===== src/verilog/fre_regs.vh =====
// constants for the flash row erase controller
`ifndef FRE_REGS_VH
`define FRE_REGS_VH

`define FRE_UNLOCK_KEY1 8'h55
`define FRE_UNLOCK_KEY2 8'hAA
`define FRE_ROW_WORDS 6'h20
`define FRE_ROW_IDX_W 5
`define FRE_WORD_W 14
`define FRE_BLANK_WORD 14'h3FFF
`define FRE_PFM_TOP 14'h3FFF
`define FRE_UID_TOP 14'h0003
`define FRE_ID_LO 14'h0005
`define FRE_ID_HI 14'h000A
`define FRE_EE_LO 14'h3000
`define FRE_EE_HI 14'h30FF
`define FRE_ERASE_CYCLE_NS 20
`define FRE_CLK_NS 20
`define FRE_ERASE_WORD_CYC ((`FRE_ERASE_CYCLE_NS + `FRE_CLK_NS - 1) / `FRE_CLK_NS)

`endif


===== src/verilog/fre_flash_row_erase_control.v =====
// flash row erase sequencer with unlock, protection and address decode
//
// Overview of operation
// - erase whole rows only, one per operation
// - program writes never erase implicitly
// - region select chooses flash or user IDs
// - address loaded, erase and write enable set
// - 55h then AAh then start launches erase
// - protected row clears start, no erase
// - CPU stalled for entire erase duration
// - done flag set; irq only when enabled
// - erase leaves latches and write enable alone
// - any row address selects row; 8+6 bits
// - decode address map by region select
// - code protection blocks address map reads, writes and erase
`timescale 1ns/1ps
`include "fre_regs.vh"

module fre_flash_row_erase_control (
  // clock and reset
  input wire clk,
  input wire arst_n,
  input wire clkEn,
  // software register writes
  input wire addrLowWe,
  input wire addrHighWe,
  input wire [7:0] wrData,
  input wire unlockWe,
  input wire ctrlWe,
  input wire regionSelectIn,
  input wire eraseSelectIn,
  input wire writeEnableIn,
  input wire startIn,
  input wire opDoneClr,
  input wire opDoneIrqEnable,
  // protection
  input wire codeProtect,
  input wire rowWriteProtect,
  // flash array side
  input wire flashAck,
  output reg flashEraseReq,
  output reg flashRegion,
  output reg [8:0] flashRow,
  output reg [4:0] flashWordIdx,
  output reg [13:0] flashWordData,
  // status and cpu
  output reg regionSelect_r,
  output reg eraseSelect_r,
  output reg writeEnable_r,
  output reg start_r,
  output reg opDoneFlag_r,
  output wire opDoneIrq,
  output wire cpuStall,
  output reg [7:0] addrLow_r,
  output reg [5:0] addrHigh_r,
  output wire addrReadable,
  output wire addrWritable,
  output wire addrIsEeprom
);

  // ------------------------------------------------------------
  // states
  // ------------------------------------------------------------
  localparam ST_IDLE = 2'h0;
  localparam ST_KEY1 = 2'h1;
  localparam ST_KEY2 = 2'h2;
  localparam ST_ERASE = 2'h3;

  reg [1:0] state_r;
  reg [1:0] state_nxt;
  reg [5:0] wordCnt_r;
  reg [7:0] waitCnt_r;

  wire [13:0] fullAddr = {addrHigh_r, addrLow_r};

  // ------------------------------------------------------------
  // address decode
  // ------------------------------------------------------------
  reg inPfm;
  reg inUid;
  reg inId;
  reg inEe;

  // region map decode
  // region 1 holds three windows with gaps between them
  always @* begin
    inPfm = 1'b0;
    inUid = 1'b0;
    inId = 1'b0;
    inEe = 1'b0;
    if (!regionSelect_r) begin
      inPfm = (fullAddr <= `FRE_PFM_TOP);
    end else if (fullAddr <= `FRE_UID_TOP) begin
      inUid = 1'b1;
    end else if ((fullAddr >= `FRE_ID_LO) && (fullAddr <= `FRE_ID_HI)) begin
      inId = 1'b1;
    end else if ((fullAddr >= `FRE_EE_LO) && (fullAddr <= `FRE_EE_HI)) begin
      inEe = 1'b1;
    end
  end
  assign addrReadable = ~codeProtect && (inPfm || inUid || inId || inEe);
  assign addrWritable = ~codeProtect && (inPfm || inUid || inEe);
  assign addrIsEeprom = inEe;

  // only flash or user-ID rows may be erased
  wire eraseTargetOk = inPfm || inUid;

  wire prepared = eraseSelect_r && writeEnable_r;
  wire refuse = codeProtect || (rowWriteProtect && ~regionSelect_r) || ~eraseTargetOk;

  // ------------------------------------------------------------
  // unlock sequence
  // ------------------------------------------------------------
  // ordered unlock keys
  // any other write between steps aborts
  always @* begin
    state_nxt = state_r;
    case (state_r)
      ST_IDLE: begin
        if (unlockWe && wrData == `FRE_UNLOCK_KEY1) begin
          state_nxt = ST_KEY1;
        end
      end
      ST_KEY1: begin
        if (unlockWe && wrData == `FRE_UNLOCK_KEY2) begin
          state_nxt = ST_KEY2;
        end else begin
          state_nxt = ST_IDLE;
        end
      end
      ST_KEY2: begin
        if (ctrlWe && startIn && prepared && ~refuse) begin
          state_nxt = ST_ERASE;
        end else begin
          state_nxt = ST_IDLE;
        end
      end
      ST_ERASE: begin
        if (wordCnt_r == `FRE_ROW_WORDS) begin
          state_nxt = ST_IDLE;
        end
      end
      default: state_nxt = ST_IDLE;
    endcase
  end

  assign cpuStall = (state_r == ST_ERASE);
  assign opDoneIrq = opDoneFlag_r && opDoneIrqEnable;

  wire eraseDone = (state_r == ST_ERASE) && (wordCnt_r == `FRE_ROW_WORDS);
  wire wordStep = (state_r == ST_ERASE) && flashAck &&
                  (waitCnt_r >= `FRE_ERASE_WORD_CYC - 1);

  // ------------------------------------------------------------
  // launch and step strobes
  // ------------------------------------------------------------
  // erase launched only by start straight after both keys
  // a refused start drops back to idle and never reaches this
  wire launch = (state_r == ST_KEY2) && (state_nxt == ST_ERASE);
  // address and control writes locked out while the row is erased
  wire regWriteOpen = (state_r != ST_ERASE);
  // last word of the row goes to the array on this step
  wire lastWord = wordStep && (wordCnt_r == `FRE_ROW_WORDS - 6'h01);

  // ------------------------------------------------------------
  // unlock state register
  // ------------------------------------------------------------
  // clkEn low freezes every register of the block
  always @(posedge clk or negedge arst_n) begin
    if (!arst_n) begin
      state_r <= ST_IDLE;
    end else if (clkEn) begin
      state_r <= state_nxt;
    end
  end

  // ------------------------------------------------------------
  // address register pair
  // ------------------------------------------------------------
  // address pair load
  // frozen while erasing so the row cannot shift under the array
  always @(posedge clk or negedge arst_n) begin
    if (!arst_n) begin
      addrLow_r <= 8'h00;
      addrHigh_r <= 6'h00;
    end else if (clkEn) begin
      if (addrLowWe && regWriteOpen) begin
        addrLow_r <= wrData;
      end
      if (addrHighWe && regWriteOpen) begin
        addrHigh_r <= wrData[5:0];
      end
    end
  end

  // ------------------------------------------------------------
  // control bits
  // ------------------------------------------------------------
  // write enable changed only by software, never by erase
  // one control write loads all three bits together
  always @(posedge clk or negedge arst_n) begin
    if (!arst_n) begin
      regionSelect_r <= 1'b0;
      eraseSelect_r <= 1'b0;
      writeEnable_r <= 1'b0;
    end else if (clkEn) begin
      if (ctrlWe && regWriteOpen) begin
        regionSelect_r <= regionSelectIn;
        eraseSelect_r <= eraseSelectIn;
        writeEnable_r <= writeEnableIn;
      end
    end
  end

  // ------------------------------------------------------------
  // start bit
  // ------------------------------------------------------------
  // start cleared when refused
  // a refused start never rises, so software sees it low at once
  always @(posedge clk or negedge arst_n) begin
    if (!arst_n) begin
      start_r <= 1'b0;
    end else if (clkEn) begin
      if (launch) begin
        start_r <= 1'b1;
      end else if (eraseDone || regWriteOpen) begin
        start_r <= 1'b0;
      end
    end
  end

  // ------------------------------------------------------------
  // completion flag
  // ------------------------------------------------------------
  // completion flag, set beats clear
  // a clear in the finishing cycle must not lose the event
  always @(posedge clk or negedge arst_n) begin
    if (!arst_n) begin
      opDoneFlag_r <= 1'b0;
    end else if (clkEn) begin
      if (eraseDone) begin
        opDoneFlag_r <= 1'b1;
      end else if (opDoneClr) begin
        opDoneFlag_r <= 1'b0;
      end
    end
  end

  // ------------------------------------------------------------
  // word and wait counters
  // ------------------------------------------------------------
  // whole row walked word by word from index zero
  // one word per accepted array handshake
  // wait counter saturates so a stuck array cannot wrap it
  always @(posedge clk or negedge arst_n) begin
    if (!arst_n) begin
      wordCnt_r <= 6'h00;
      waitCnt_r <= 8'h00;
    end else if (clkEn) begin
      if (launch) begin
        wordCnt_r <= 6'h00;
        waitCnt_r <= 8'h00;
      end else if (wordStep && !eraseDone) begin
        wordCnt_r <= wordCnt_r + 6'h01;
        waitCnt_r <= 8'h00;
      end else if (cpuStall && !eraseDone && waitCnt_r != 8'hFF) begin
        waitCnt_r <= waitCnt_r + 8'h01;
      end
    end
  end

  // ------------------------------------------------------------
  // flash array request
  // ------------------------------------------------------------
  // whole row latched at launch
  // row and region held for the whole erase, not re-read per word
  // index wraps to zero after the last word while request is low
  always @(posedge clk or negedge arst_n) begin
    if (!arst_n) begin
      flashEraseReq <= 1'b0;
      flashRegion <= 1'b0;
      flashRow <= 9'h000;
      flashWordIdx <= 5'h00;
      flashWordData <= 14'h0000;
    end else if (clkEn) begin
      if (launch) begin
        flashRegion <= regionSelect_r;
        flashRow <= fullAddr[13:5];
        flashWordIdx <= 5'h00;
        flashEraseReq <= 1'b1;
        // blank value written to every word
        flashWordData <= `FRE_BLANK_WORD;
      end else if (eraseDone) begin
        flashEraseReq <= 1'b0;
      end else if (wordStep) begin
        flashWordIdx <= wordCnt_r[4:0] + 5'h01;
        if (lastWord) begin
          flashEraseReq <= 1'b0;
        end
      end
    end
  end

endmodule


===== config.mk =====
export PLATFORM = sky130hd
export DESIGN_NAME = fre_flash_row_erase_control
export DESIGN_NICKNAME = d
export VERILOG_FILES = /design/src/verilog/fre_flash_row_erase_control.v
export VERILOG_INCLUDE_DIRS = /design/src /design/src/verilog
export SDC_FILE = /design/constraint.sdc
export NUM_CORES = 1
export LEC_CHECK = 0
export BUFFER_PORTS_ARGS = -buffer_cell sky130_fd_sc_hd__buf_4
export CAP_MARGIN = 20
export CORE_ASPECT_RATIO = 0.6
export CORE_MARGIN = 10
export CORE_UTILIZATION = 54
export DETAILED_ROUTE_END_ITERATION = 7
export PLACE_DENSITY = 0.85
export SLEW_MARGIN = 20
export SYNTH_ARGS = -nofsm -noshare
export SYNTH_HDL_FRONTEND = slang
export SYNTH_SLANG_ARGS = --single-unit

===== constraint.sdc =====
create_clock -name clk -period 2.9 [get_ports clk]
set_clock_uncertainty 0.1 [all_clocks]
set_input_delay 0.145 -clock clk [delete_from_list [all_inputs] [get_ports clk]]
set_output_delay 0.145 -clock clk [all_outputs]
set_load 0.03 [all_outputs]

==> results.yml, run 1 <==
timing:
  rsz0062_at_grt: "no"
  max_freq_mhz: 420.3
  period_share_pct: 82.05
  slew_viol_final: 0
  fin_hold_ws_ps: 19.41
  fin_crit_ps: 2380
  setup_tns_ps: 0
  final-hold-violation-count: 0
  worstMarginPinSlew_ps: 782.5
  setup_viol: 0
  relSlewSlack_pct: 47.52
yosys:
  synth_fa_ha_area_share_pct: 1.103
  synth-edff-count: 0
  ys_seq_elements: 44
  avgSynthCellArea_um2: 11.12
  seq_area_frac_synth_pct: 48.54
  synth_top_family_by_area: "multiplexers"
  syn_nets: 230
  synth_area_leaders: "dfrtp_1 49%, mux2_2 8.4%, mux2_4 6.0%"
  synth_ff_type: "dfrtp_1"
  yosysWarnings: 0
  synth_cell_types: 45
  yosys.area.top_type: "dfrtp_1"
  synth_compound_area_share_pct: 12.08
  synth_top_cell_area_share_pct: 48.54
  synthArstFlopShare_pct: 100.0
  synthSimpleGateAreaFrac_pct: 14.62
  netlist_area_mm2: 0.002268
  synthMuxAreaShare_pct: 15.33
  synth_cells: 204
  synth-xor-area-share_pct: 1.158
setup_path:
  cp-end-kind: "register"
  crit_type: "register to register"
  crit_buf_inv: 0
  arrival_ps: 2460
  critical_path.max_stage_delay_ps: 690
  worst_setup_path_start_kind: "register"
  cp_top_family: "simple AND/OR/NAND/NOR gates"
  required_ps: 2980
  slowest_stage: "or3_1"
  crit_chain: "nor4_2 -> a41oi_1 -> or3_1 -> mux2_1"
  rrSetupSlack_ps: 520
  crit_fanout: 11
power:
  p_leak_nw: 1.416
  power.density_mw_per_mm2: 455.6
  peakVddDrop_mv: 0.2723
cts:
  cts_max_level: 2
  numCtsBuffers: 5
  insertion_delay_ps: 290
  cts_tree: "done"
  clkSinkCount: 44
  post_cts_buffers: 0
  clk_pin_slew_worst_paths_ps: 80
  cts_root_buf: "clkbuf_8"
  clockBufferDepth: 2
placed_design:
  dp.cells: 321
  place_area_mm2: 0.002800
  gp_congestion: 0.8999
  portBuffers: 77
  place_hpwl_mm: 4.900
floorplanning:
  rows: 18
  die_w_um: 103.7
  start_util_pct: 55.65
  fp.dieH_um: 70.21
  die_area_mm2: 0.007279
  io-pin-count: 78
  core_area_mm2: 0.004076
final_layout:
  layout_common_cells: "79 x buf_4, 44 x dfrtp_1, 18 x nand2_1, 17 x mux2_2, 12 x o21ai_0"
  fin_cells: 332
  drive_gt1_share_pct: 41.54
  num-nets-final: 298
  final_area_mm2: 0.002918
  final_common_cell: "buf_4"
  area_growth_pct: 28.63
  antenna_cells: 0
  fillCellCount: 285
status:
  status: "complete, no violations"
min_path:
  hold_path_class: "input port to register"
route:
  first_pass_iters: 5
  drt_wl_total_mm: 6.380
  viasPerCell: 5.566
  drc: 0
  route.vias.total: 1848
  drt_iter0_drc: 193
  ant_nets: 0
  routedWlPerCell_um: 19.22
global_route:
  gr-total-overflow: 0
  grt_pass1_vias: 1889
  antenna_found_initial: 0
  grt_pass1_wl_mm: 10.49
  grt_max_degree: 45
  track_usage_pct: 17.42
run:
  drv_cap: 0
final cells by class:
cell class              instances  area, um^2  share of cell area [%]
flip-flops and latches         44        1101                   37.74
multi-input cells             131        1005                   34.43
repair buffers                 83       633.1                   21.70
well taps                      60       75.07                   2.573
inverters                       7       26.28                  0.9005
clock buffers                   6       72.57                   2.487
clock inverters                 1       5.005                  0.1715
synth_stat cells, types with 4 or more instances:
| cell | n |
|---|---|
| a22oi_1 | 6 |
| buf_4 | 14 |
| clkbuf_1 | 6 |
| dfrtp_1 | 44 |
| inv_1 | 7 |
| mux2_2 | 17 |
| mux2_4 | 9 |
| nand2_1 | 18 |
| nand3_1 | 7 |
| nand3b_1 | 4 |
| nor2_1 | 4 |
| nor3_1 | 6 |
| o211ai_1 | 4 |
| o21ai_0 | 12 |
power by group:
part	switching (W)	internal (W)
clock network	0.000194	0.000164
logic	0.000162	0.000116
registers	0.0000453	0.000648
total	0.000401	0.000928
per-stage QoR:
stage / util [%] / total power, W / setup slack [ps]
6_report: 71.58 / 0.001329 / 520.5
5_1_grt: 71.58 / 0.001385 / 371.7
4_1_cts: 71.58 / 0.001336 / 526.1
3_5_place_dp: 68.69 / 0.0009783 / 550.7
3_3_place_gp: 68.69 / 0.0009699 / 638.7
2_1_floorplan: - / 0.0008396 / 729.1
final timing paths:
check | from | to | cells past startpoint
max | addrLow_r[4]$_DFFE_PN0P_ | flashRow[8]$_DFFE_PN0P_ | 4
min | wrData[5] | addrHigh_r[5]$_DFFE_PN0P_ | 2
max reg2reg | addrLow_r[4]$_DFFE_PN0P_ | flashRow[8]$_DFFE_PN0P_ | 4
min reg2reg | flashRow[1]$_DFFE_PN0P_ | flashRow[1]$_DFFE_PN0P_ | 1
max in group asynchronous | arst_n | addrLow_r[1]$_DFFE_PN0P_ | 2
min in group asynchronous | arst_n | eraseSelect_r$_DFFE_PN0P_ | 2
repair_timing:
action,4_1_cts,5_1_grt
gates resized for setup,0,0
endpoints found under the hold margin,47,0
hold buffers,4,0
registers in the layout, summed over array words and instances, names as in the netlist, 2 cells and up:
| register | count |
|---|---|
| addrHigh_r | 6 |
| wordCnt_r | 6 |
| flashRow | 9 |
| flashWordIdx | 5 |
| addrLow_r | 8 |
| state_r | 2 |
cells by family after synthesis:
family	count (synthesis)
compound gates	40
xor+xnor	3
fa+ha+maj	2
buf+inv	29
flops	44
mux	28
simple gates	58
worst register-to-register path, delay by kind of cell (launching register included):
kind / cells / cell delay, ps
muxes: 1 / 410
and+or+nand+nor: 2 / 1080
AOI/OAI and AO/OA: 1 / 260
DFF: 1 / 420
layer usage:
metal | track usage (%) | vias up | share of wire, %
met4 | 3.226 | 0 | 0.36
met1 | 24.29 | 881 | 47
met5 | 0 | - | 0
met2 | 25.42 | 94 | 44
li1 | - | 869 | -
met3 | 6.136 | 4 | 9.3
Note: power is estimated with default switching activity, not from simulation.
==> run 2, diff against run 1 <==
--- a/config.mk
+++ b/config.mk
@@ -6,13 +6,14 @@
 export SDC_FILE = /design/constraint.sdc
 export NUM_CORES = 1
 export LEC_CHECK = 0
+export ABC_AREA = 1
 export BUFFER_PORTS_ARGS = -buffer_cell sky130_fd_sc_hd__buf_4
 export CAP_MARGIN = 20
 export CORE_ASPECT_RATIO = 0.6
 export CORE_MARGIN = 10
-export CORE_UTILIZATION = 54
+export CORE_UTILIZATION = 50
 export DETAILED_ROUTE_END_ITERATION = 7
-export PLACE_DENSITY = 0.85
+export PLACE_DENSITY = 0.8
 export SLEW_MARGIN = 20
 export SYNTH_ARGS = -nofsm -noshare
 export SYNTH_HDL_FRONTEND = slang
==> constraint.sdc (replaced) <==
create_clock -name clk -period 2.2 [get_ports clk]
set_clock_uncertainty 0.1 [all_clocks]
set_input_delay 0.11 -clock clk [delete_from_list [all_inputs] [get_ports clk]]
set_output_delay 0.11 -clock clk [all_outputs]
set_load 0.03 [all_outputs]
==> run 2 against run 1 <==
Effect of this change: global-route usage down 1.3 points; wire length down 3.5%; flip-flop and latch count unchanged; hold slack worse by 9.2 ps; cell area down 2.1%; first-iteration DRC count down 32%; register-to-register slack worse by 150 ps; critical path type is now register to output pin; largest power group unchanged.
==> results.yml, run 2 <==
floorplanning:
  rows: 18
  fp.dieH_um: 71.55
  io-pin-count: 78
  start_util_pct: 52.87
  die_area_mm2: 0.007579
  core_area_mm2: 0.004189
  die_w_um: 105.9
power:
  power.density_mw_per_mm2: 704.9
  p_leak_nw: 1.625
  peakVddDrop_mv: 0.5103
global_route:
  gr-total-overflow: 0
  track_usage_pct: 16.13
  grt_max_degree: 45
  grt_pass1_wl_mm: 9.991
  antenna_found_initial: 0
  grt_pass1_vias: 1928
final_layout:
  reg.largest.list: "flashRow: 9 flops, addrLow_r: 8 flops"
  num-nets-final: 363
  fillCellCount: 350
  final_common_cell: "buf_4"
  largest_reg_flops: 9
  layout_common_cells: "78 x buf_4, 75 x nand2_1, 44 x dfrtp_1, 33 x inv_1, 20 x o21ai_0"
  antenna_cells: 0
  fin_cells: 395
  drive_gt1_share_pct: 32.84
  largest-register: "flashRow"
  area_growth_pct: 28.93
yosys:
  synth_ff_type: "dfrtp_1"
  synth_most_common_cell: "nand2_1"
  seq_area_frac_synth_pct: 49.72
  synth_top_cell_area_share_pct: 49.72
  yosys-top-cells-count: "75 x nand2_1, 44 x dfrtp_1, 33 x inv_1"
  ys_seq_elements: 44
  yosysWarnings: 0
  synth_area_leaders: "dfrtp_1 50%, nand2_1 13%, inv_1 5.6%"
  synthArstFlopShare_pct: 100.0
  avgSynthCellArea_um2: 8.326
  synth-edff-count: 0
  synth_cells: 266
  yosys.area.top_type: "dfrtp_1"
  synth_cell_types: 29
  netlist_area_mm2: 0.002215
  syn_nets: 292
placed_design:
  portBuffers: 77
  dp.cells: 386
  place_hpwl_mm: 4.929
  gp_congestion: 0.9448
  pre_cts_ws_ps: 416.1
cts:
  numCtsBuffers: 5
  clockBufferDepth: 2
  clkSinkCount: 44
  cts_max_level: 2
  insertion_delay_ps: 290
  cts_tree: "done"
  clk_pin_slew_worst_paths_ps: 70
  cts_root_buf: "clkbuf_8"
  postCtsResizedCells: 0
setup_path:
  slowest_stage: "dfrtp_1"
  crit_chain: "nor2_1 -> inv_1 -> nor4_1 -> o21ai_0 -> nand2_1 -> buf_4"
  crit_buf_inv: 2
  worst_setup_path_start_kind: "register"
  cp-end-kind: "output pin"
  arrival_ps: 1820
  critical_path.max_stage_delay_ps: 440
  crit_fanout: 4
  crit_type: "register to output pin"
  required_ps: 1990
  cp_top_family: "simple AND/OR/NAND/NOR gates"
timing:
  setup_ws_ps: 166.6
  rsz0062_at_grt: "no"
  setup_tns_ps: 0
  relSlewSlack_pct: 63.33
  slew_viol_final: 0
  period_share_pct: 92.43
  final-hold-violation-count: 0
  setup_viol: 0
  worstMarginPinSlew_ps: 550.0
  max_freq_mhz: 491.8
  fin_crit_ps: 2033
route:
  route.vias.total: 1973
  viasPerCell: 4.995
  routedWlPerCell_um: 15.58
  drt_wl_total_mm: 6.155
  drc: 0
  first_pass_iters: 4
  ant_nets: 0
  drt_iter0_drc: 132
run:
  drv_cap: 0
min_path:
  hold_path_class: "input port to register"
status:
  status: "complete, no violations"
## run 2: changes by cell type in the layout (fill, tap and decap cells not counted), sizes merged, moves of 3 or more
cell,previous run,this run
o21ai,13,21
o211ai,4,0
nand3,7,11
or3,3,0
mux2,27,2
inv,7,34
nand2,18,90
nand3b,4,0
a22o,3,0
nand4,1,10
nor2,4,17
nor4b,3,0
a22oi,6,0
or2,0,3
## run 2: per-stage QoR
| step | area [um^2] | total power (W) | hold WS (ps) | util (%) |
|---|---|---|---|---|
| 2_1_floorplan | 2215 | 0.001332 | -285.6 | - |
| 3_3_place_gp | 2746 | 0.001563 | 29.95 | 65.56 |
| 3_5_place_dp | 2746 | 0.001578 | 34.45 | 65.56 |
| 4_1_cts | 2855 | 0.002023 | 7.725 | 68.16 |
| 5_1_grt | 2855 | 0.002117 | 29.64 | 68.16 |
| 6_report | 2855 | 0.002013 | 10.21 | 68.16 |
## run 2: timing repair
item,CTS,global route
hold buffers,4,0
setup endpoints to repair,0,0
endpoints found under the hold margin,47,0
buffers inserted,0,0
## run 2: kinds of logic (layout without fill, tap and decap cells)
kind of cell | Yosys count | after routing | share of synthesized area [%]
AND/OR/NAND/NOR | 137 | 137 | 29.04
buffers and inverters | 52 | 121 | 11.58
flip-flops | 44 | 44 | 49.72
AO/OA/AOI/OAI | 26 | 26 | 6.328
XOR/XNOR | 3 | 3 | 1.187
adder cells (fa/ha/maj) | 2 | 2 | 1.130
multiplexers | 2 | 2 | 1.017
## run 2: final timing paths
check	cells past startpoint	start	endpoint	slack, ps
hold / removal	3	regionSelectIn	regionSelect_r$_DFFE_PN0P_	10
setup reg to reg	9	addrHigh_r[3]$_DFFE_PN0P_	flashRow[5]$_DFFE_PN0P_	370
setup / recovery	6	addrHigh_r[3]$_DFFE_PN0P_	addrReadable	170
hold reg to reg	2	flashRow[5]$_DFFE_PN0P_	flashRow[5]$_DFFE_PN0P_	390
min in group asynchronous	2	arst_n	addrLow_r[7]$_DFFE_PN0P_	250
max in group asynchronous	2	arst_n	wordCnt_r[0]$_DFFE_PN0P_	1360
## run 2: routing by layer
layer	GRT usage (%)	wire length, um
met1	22.56	2919
met2	23.36	2595
met3	5.357	597
met4	4.036	43
met5	0	0
## run 2: cell type report
| cell class | count | area, um^2 | area share (%) |
|---|---|---|---|
| Inverter | 34 | 127.6 | 4.470 |
| Sequential cell | 44 | 1101 | 38.56 |
| Timing Repair Buffer | 82 | 625.6 | 21.91 |
| Multi-Input combinational cell | 170 | 857.1 | 30.02 |
| Tap cell | 60 | 75.07 | 2.629 |
| Clock buffer | 5 | 68.82 | 2.410 |
## run 2: worst reg2reg max path, cell delays in order (launching register included)
cell	delay (ps)
dfrtp_1	440
nor2_1	190
nand2_1	90
nor2_1	110
nand2_1	70
nand2_2	100
nand3_2	290
inv_2	260
nand2_1	80
nand2_1	60
## run 2: report_power, final
part,switching (W),internal (W)
Combinational,0.000358,0.000217
Sequential,0.0000983,0.000892
Clock,0.000243,0.000205
Total,0.000699,0.00131
